**src/core/dot_panel_pkg.sv**
```systemverilog
// constants, field positions and carriers for the dot-matrix panel front end
package dot_panel_pkg;

  localparam int DATA_W = 8;
  localparam int ROWS = 16;
  localparam int COL_BYTES = 5;
  localparam int DOTS = 40;

  localparam logic [7:0] REG_RESET = 8'h00;

  // low three bits of the pointer name the indexed register
  localparam int PTR_SEL_MSB = 2;
  localparam int PTR_SEL_LSB = 0;
  localparam logic [2:0] SEL_SETUP = 3'h0;
  localparam logic [2:0] SEL_CONTROL = 3'h1;
  localparam logic [2:0] SEL_POSITION = 3'h2;
  localparam logic [2:0] SEL_FRAME = 3'h3;
  localparam logic [2:0] SEL_DATA = 3'h4;

  // panel_setup fields
  localparam int SETUP_SLEEP_BIT = 5;
  localparam int SETUP_DUTY_BIT = 1;

  // panel_control fields
  localparam int CTRL_ON_BIT = 6;
  localparam int CTRL_SUPPLY_BIT = 5;
  localparam int CTRL_DIVIDER_BIT = 4;
  localparam int CTRL_HOLD_BIT = 3;
  localparam int CTRL_AXIS_BIT = 1;

  // ram_position fields
  localparam int POS_COL_MSB = 7;
  localparam int POS_COL_LSB = 5;
  localparam int POS_ROW_MSB = 3;
  localparam int POS_ROW_LSB = 0;

  localparam logic [2:0] COL_MAX = 3'h4;
  localparam logic [3:0] ROW_MAX_FULL = 4'hf;
  localparam logic [3:0] ROW_MAX_EIGHTH = 4'h7;
  localparam logic [15:0] BACKPLANE_FIRST = 16'h0001;

  typedef struct packed {
    logic register_space_select;
    logic read_not_write;
    logic access_pulse;
    logic [DATA_W-1:0] data;
  } host_port_s;

  typedef struct packed {
    logic [ROWS-1:0] backplane_drive_outputs;
    logic [DOTS-1:0] column_drive_outputs;
  } panel_drive_s;

  typedef struct packed {
    logic module_sleep;
    logic supply_to_ladder_on;
    logic ladder_divider_on;
  } supply_ctrl_s;

endpackage

```
**src/core/sync_stage.sv**
```systemverilog
// three-flop synchroniser with agreement filter
`timescale 1ns/1ns
module sync_stage #(
  parameter int W = 1
) (
  input wire logic core_clk_i,
  input wire logic nrst_i,
  input wire logic [W-1:0] async_i,
  output logic [W-1:0] sync_o
);

  typedef struct packed {
    logic [W-1:0] s1;
    logic [W-1:0] s2;
    logic [W-1:0] s3;
    logic [W-1:0] agreed;
  } state_s;

  state_s r;
  state_s r_nxt;

  always_comb begin
    r_nxt = r;
    r_nxt.s1 = async_i;
    r_nxt.s2 = r.s1;
    r_nxt.s3 = r.s2;
    // a bit moves only when the second and third stages agree
    r_nxt.agreed = (r.s2 & r.s3) | (r.agreed & (r.s2 | r.s3));
  end

  always_ff @(posedge core_clk_i or negedge nrst_i) begin
    if (!nrst_i) begin
      r <= '0;
    end else begin
      r <= r_nxt;
    end
  end

  assign sync_o = r.agreed;

endmodule

```
**src/core/dot_matrix_panel_control_regs.sv**
```systemverilog
// register front end, bitmap memory and scan of the dot-matrix panel
`timescale 1ns/1ns
module dot_matrix_panel_control_regs (
  input wire logic core_clk_i,
  input wire logic nrst_i,
  input wire dot_panel_pkg::host_port_s host_port_i,
  output logic [dot_panel_pkg::DATA_W-1:0] rdata_o,
  output logic rdata_oe_o,
  output dot_panel_pkg::panel_drive_s panel_drive_o,
  output dot_panel_pkg::supply_ctrl_s supply_o
);
  import dot_panel_pkg::*;

  typedef struct packed {
    logic strobe_prev;
    logic [7:0] index_pointer;
    logic [7:0] panel_setup;
    logic [7:0] panel_control;
    logic [2:0] column_position;
    logic [3:0] row_position;
    logic [DATA_W-1:0] read_latch;
    logic [3:0] scan_row;
    panel_drive_s drive;
    logic [ROWS-1:0][COL_BYTES-1:0][DATA_W-1:0] ram_bits;
  } state_s;

  state_s r;
  state_s r_nxt;
  host_port_s port;
  logic fall;
  logic [2:0] sel;
  logic duty_eighth_select;
  logic readback_hold_mode;
  logic axis_column_first;
  logic panel_output_on;
  logic [3:0] row_max;
  logic data_access;
  logic data_write;
  logic data_read;
  logic step;
  logic col_ok;

  // selects, direction and data share one synchroniser
  sync_stage #(
    .W($bits(host_port_s))
  ) u_port_sync (
    .core_clk_i(core_clk_i),
    .nrst_i(nrst_i),
    .async_i(host_port_i),
    .sync_o(port)
  );

  assign fall = r.strobe_prev & ~port.access_pulse;
  assign sel = r.index_pointer[PTR_SEL_MSB:PTR_SEL_LSB];
  assign duty_eighth_select = r.panel_setup[SETUP_DUTY_BIT];
  assign readback_hold_mode = r.panel_control[CTRL_HOLD_BIT];
  assign axis_column_first = r.panel_control[CTRL_AXIS_BIT];
  assign panel_output_on = r.panel_control[CTRL_ON_BIT]
                           & ~r.panel_setup[SETUP_SLEEP_BIT];
  assign row_max = duty_eighth_select ? ROW_MAX_EIGHTH
                                      : ROW_MAX_FULL;
  assign data_access = fall & port.register_space_select
                       & (sel == SEL_DATA);
  assign data_write = data_access & ~port.read_not_write;
  assign data_read = data_access & port.read_not_write;
  assign step = data_write
                | (data_read & ~readback_hold_mode);
  // columns five to seven have no storage behind them
  assign col_ok = r.column_position <= COL_MAX;

  always_comb begin
    r_nxt = r;
    r_nxt.strobe_prev = port.access_pulse;
    if (fall && !port.register_space_select) begin
      if (!port.read_not_write) begin
        r_nxt.index_pointer = port.data;
      end
    end else if (fall && !port.read_not_write) begin
      case (sel)
        SEL_SETUP: begin
          r_nxt.panel_setup = port.data;
          if (port.data[SETUP_SLEEP_BIT]) begin
            r_nxt.panel_control[CTRL_ON_BIT] = 1'b0;
            r_nxt.panel_control[CTRL_SUPPLY_BIT] = 1'b0;
            r_nxt.panel_control[CTRL_DIVIDER_BIT] = 1'b0;
          end
        end
        SEL_CONTROL: begin
          r_nxt.panel_control = port.data;
        end
        SEL_POSITION: begin
          r_nxt.column_position = port.data[POS_COL_MSB:POS_COL_LSB];
          r_nxt.row_position = port.data[POS_ROW_MSB:POS_ROW_LSB];
        end
        SEL_DATA: begin
          if (col_ok) begin
            r_nxt.ram_bits[r.row_position][r.column_position] =
              port.data;
          end
        end
        // frame-rate code is accepted but has no effect here
        SEL_FRAME: begin
          r_nxt.index_pointer = r.index_pointer;
        end
        default: begin
          r_nxt.index_pointer = r.index_pointer;
        end
      endcase
    end
    if (data_read) begin
      r_nxt.read_latch = col_ok
        ? r.ram_bits[r.row_position][r.column_position]
        : '0;
    end
    if (step) begin
      if (!axis_column_first) begin
        if (r.row_position >= row_max) begin
          r_nxt.row_position = '0;
          r_nxt.column_position = (r.column_position >= COL_MAX)
            ? '0 : 3'(r.column_position + 3'h1);
        end else begin
          r_nxt.row_position = 4'(r.row_position + 4'h1);
        end
      end else begin
        if (r.column_position >= COL_MAX) begin
          r_nxt.column_position = '0;
          r_nxt.row_position = (r.row_position >= row_max)
            ? '0 : 4'(r.row_position + 4'h1);
        end else begin
          r_nxt.column_position = 3'(r.column_position + 3'h1);
        end
      end
    end
    // scan walks only the rows of the chosen duty
    r_nxt.scan_row = (r.scan_row >= row_max)
      ? '0 : 4'(r.scan_row + 4'h1);
    // a row left over from sixteen-line duty is never driven
    if (panel_output_on && r.scan_row <= row_max) begin
      r_nxt.drive.backplane_drive_outputs = BACKPLANE_FIRST << r.scan_row;
      r_nxt.drive.column_drive_outputs = r.ram_bits[r.scan_row];
    end else begin
      r_nxt.drive = '0;
    end
  end

  always_ff @(posedge core_clk_i or negedge nrst_i) begin
    if (!nrst_i) begin
      r <= '0;
      r.index_pointer <= REG_RESET;
      r.panel_setup <= REG_RESET;
      r.panel_control <= REG_RESET;
    end else begin
      r <= r_nxt;
    end
  end

  assign rdata_o = r.read_latch;
  // drive the data pins only while a data-port read strobe is low
  assign rdata_oe_o = ~port.access_pulse & ~r.strobe_prev
                      & port.register_space_select & port.read_not_write
                      & (sel == SEL_DATA);
  assign panel_drive_o = r.drive;
  assign supply_o.module_sleep = r.panel_setup[SETUP_SLEEP_BIT];
  assign supply_o.supply_to_ladder_on = r.panel_control[CTRL_SUPPLY_BIT]
    & ~r.panel_setup[SETUP_SLEEP_BIT];
  assign supply_o.ladder_divider_on = r.panel_control[CTRL_DIVIDER_BIT]
    & ~r.panel_setup[SETUP_SLEEP_BIT];
endmodule

```
**config.mk**
```make
export PLATFORM = sky130hd
export DESIGN_NAME = dot_matrix_panel_control_regs
export DESIGN_NICKNAME = d
export VERILOG_FILES = /design/src/core/dot_panel_pkg.sv /design/src/core/sync_stage.sv /design/src/core/dot_matrix_panel_control_regs.sv
export SDC_FILE = /design/constraint.sdc
export NUM_CORES = 1
export LEC_CHECK = 0
export ABC_AREA = 0
export BUFFER_PORTS_ARGS = -buffer_cell sky130_fd_sc_hd__buf_2
export CAP_MARGIN = 25
export CORE_ASPECT_RATIO = 1.2
export CORE_MARGIN = 2
export CORE_UTILIZATION = 55
export CTS_BUF_LIST = sky130_fd_sc_hd__clkbuf_16
export DETAILED_ROUTE_END_ITERATION = 10
export PLACE_DENSITY_LB_ADDON = 0.05
export RECOVER_POWER = 25
export SLEW_MARGIN = 20
export SYNTH_ARGS = -nofsm -noshare
export SYNTH_HDL_FRONTEND = slang
export SYNTH_HIERARCHICAL = 1
export SYNTH_SLANG_ARGS = --single-unit
export TNS_END_PERCENT = 100
```
**constraint.sdc**
```tcl
create_clock -name core_clk_i -period 4.3 [get_ports core_clk_i]
set_clock_uncertainty 0.1 [all_clocks]
set_input_delay 0.645 -clock core_clk_i [delete_from_list [all_inputs] [get_ports core_clk_i]]
set_output_delay 0.645 -clock core_clk_i [all_outputs]
set_load 0.01 [all_outputs]
```
==> results.toml <==
[critical_path]
crit_type = "reg2reg"
cp_slowest_stage_delay_ns = 1.40
crit_chain = "clkbuf_4 > mux4_2 > mux4_2 > nor2b_1"
cp.arrival_ns = 4.36
rr_worst_depth = 4
crit_fanout = 99
critPathCaptureType = "flip-flop"
crit_slowest_cell = "clkbuf_4"
crit_required_ns = 4.70
startpoint_type = "flip-flop"
crit_top_cell = "mux4_2"

[yosys]
ys_warn_count = 6
netlist.top_cell.by_area = "dfrtp_1"
synthMostInstantiatedCell = "dfrtp_1"
syn-mean-instance-area_sq_um = 15.1
syn_inst = 2607
synthArstFlopShare_pct = 100
synthTopCellsByArea = "dfrtp_1, mux4_2, mux2_2"
ys_seq_elements = 770
synth_top_flop_cell = "dfrtp_1"
synth_area_sq_mm = 0.0394
synth_edf_count = 0
ys_seq_area_share_pct = 49.0
netlist.area_leader.share_pct = 49.0
synthDistinctLibCells = 64
synth_commonest_cells = "dfrtp_1, mux2_2, mux4_2, clkbuf_1, mux2i_1"
syn-num-nets = 2633

[floorplan]
rows = 107
ios = 81
die_h_um = 297
start_util_pct = 55.5
die_w_um = 248
fp.coreArea_sq_mm = 0.0710
die_area_sq_mm = 0.0737

[finish]
fillCellCount = 5454
drive_gt1_share_pct = 50.4
seqCellArea_sq_mm = 0.0193
area_growth_pct = 9.38
multi_input_area_sq_mm = 0.0187
num-nets-final = 2608
num_antenna_cells = 0

[power_and_ir_drop]
switchingPower_uw = 7100
power_density_mw_per_mm2 = 483
seqPwrFrac_pct = 38.8
power_leakage_uw = 0.0198
swShare_pct = 34.2
combPwrFrac_pct = 27.8
ir_drop_mv = 0.354
p_clk_share_pct = 33.4
p_int_uw = 13700

[routing]
postRouteAntennaNets = 0
drt_iter0_drc = 2214
wl_per_cell_um = 31.9
drc = 0
via_count = 24000
via_per_inst = 6.72
dr.pass1.iters = 6
drt_wl_total_mm = 114

[timing]
tightest_slew_ns = 2.89
fin_hold_ws_ns = 0.0374
max_freq_mhz = 253
slew_headroom_pct = -92.9
min_period_over_period_pct = 92.1
period_needed_ns = 3.96
finalSetupTns_ns = 0
maxSlewViolCount = 417
setup_viol = 0
rsz0062_at_grt = "no"
finalHoldViolations = 0

[global_route]
grtUsageTotal_pct = 31.8
grt_pass1_vias = 25000
grt_pass1_wl_mm = 172
antenna_found_initial = 1
grt-ovfl-total = 0
grt_max_degree = 100

[cts]
cts_tree = "done"
cts_root_buffer = "clkbuf_16"
cts.sinks = 770
clockBufferDepth = 3
cts.clk_slew.worst_paths_ns = 0.06
cts_htree_levels = 3
clk_latency_ns = 0.62
numCtsBuffers = 81
cts_resized = 0

[placement]
hpwl_mm = 77.6
gp_congestion = 0.951
port_buffers = 80

[min_path]
hold_depth = 1
min_path_type = "in2reg"

[run]
maxCapViolCount = 7

[run_status]
violations = "capacitance limit, slew limit"
status = "complete, but fails checks"
## sequential cells by signal, indices dropped and copies added, names as in the netlist
register,count
rdata_o,8
axis_column_first,1
u_port_sync/r,33
supply_o,1
panel_drive_o,56
r,659
u_port_sync/sync_o,11
duty_eighth_select,1
## routing by layer
metal	routed length (um)	track usage (%)	vias up	part of all wire [%]
met5	0	0	-	0
met4	4590	11.2	0	4.0
met3	7570	5.67	224	6.6
met2	55100	50.0	961	48
met1	46700	44.8	13000	41
li1	-	-	9779	-
## kinds of logic after synthesis
| group | after synthesis | synth area share, % |
|---|---|---|
| AO/OA/AOI/OAI | 129 | 2.27 |
| XOR/XNOR | 1 | 0.0223 |
| AND/OR/NAND/NOR | 328 | 4.99 |
| flip-flops | 770 | 49.0 |
| buffers and inverters | 296 | 3.68 |
| multiplexers | 1059 | 39.4 |
| adder cells (fa/ha/maj) | 24 | 0.728 |
## critical path: cells and delay by family (launching register included)
family | cells | cell delay, ns
buffers and inverters | 1 | 1.40
flip-flops | 1 | 0.90
multiplexers | 2 | 1.05
AND/OR/NAND/NOR | 1 | 0.16
## timing repair
action | CTS | global route
setup buffers | 0 | 0
endpoints found under the hold margin | 25 | 0
hold buffers | 7 | 0
## metrics by stage
step / total power (uW) / std cells / setup WS, ns / utilization (%) / instance area [sq um]
finish: 20800 / 3571 / 0.340 / 60.7 / 43000
floorplan: 11800 / 2607 / 1.03 / - / 39400
detailed placement: 13900 / 3417 / 0.646 / 57.0 / 40400
global route: 21600 / 3571 / 0.296 / 60.7 / 43000
CTS: 20900 / 3570 / 0.617 / 60.7 / 43100
global placement: 13900 / 3416 / 0.699 / 56.9 / 40400
## final timing paths
path / start / endpoint / slack, ns
setup reg to reg: r[697] / panel_drive_o[30] / 0.34
hold / removal: host_port_i[8] / u_port_sync/r[41] / 0.04
hold reg to reg: u_port_sync/r[36] / u_port_sync/r[25] / 0.25
min in group asynchronous: nrst_i / panel_drive_o[8] / 1.40
max in group asynchronous: nrst_i / r[451] / 0.77
setup / recovery: r[697] / panel_drive_o[30] / 0.34
## layout by cell type, fill, tap and decap left out, types with 21 or more instances in the layout
| master | n |
|---|---|
| buf_4 | 58 |
| a22oi_1 | 35 |
| dfrtp_1 | 766 |
| nand2_1 | 60 |
| nor2_2 | 24 |
| buf_2 | 79 |
| nor2b_1 | 43 |
| clkbuf_16 | 84 |
| a21oi_1 | 21 |
| nand3_1 | 35 |
| inv_1 | 31 |
| o21ai_0 | 24 |
| mux2_2 | 646 |
| nor2_1 | 36 |
| mux2i_1 | 87 |
| mux4_2 | 326 |
## layout make-up
type,count,share of cell area (%)
multi-input combinational,1541,43.3
inverter,16,0.142
timing repair buffer,172,3.01
clock buffer,84,4.88
sequential,770,44.8
clock inverter,62,1.13
tap,926,2.69
## power by group through the flow
stage	clock network [uW]	registers, uW	logic (uW)
global route	7380	8090	6080
floorplan	0	7740	4030
global placement	0	8190	5700
detailed placement	0	8200	5740
finish	6940	8070	5780
CTS	7070	8070	5760
Note: power is estimated with default switching activity, not from simulation.
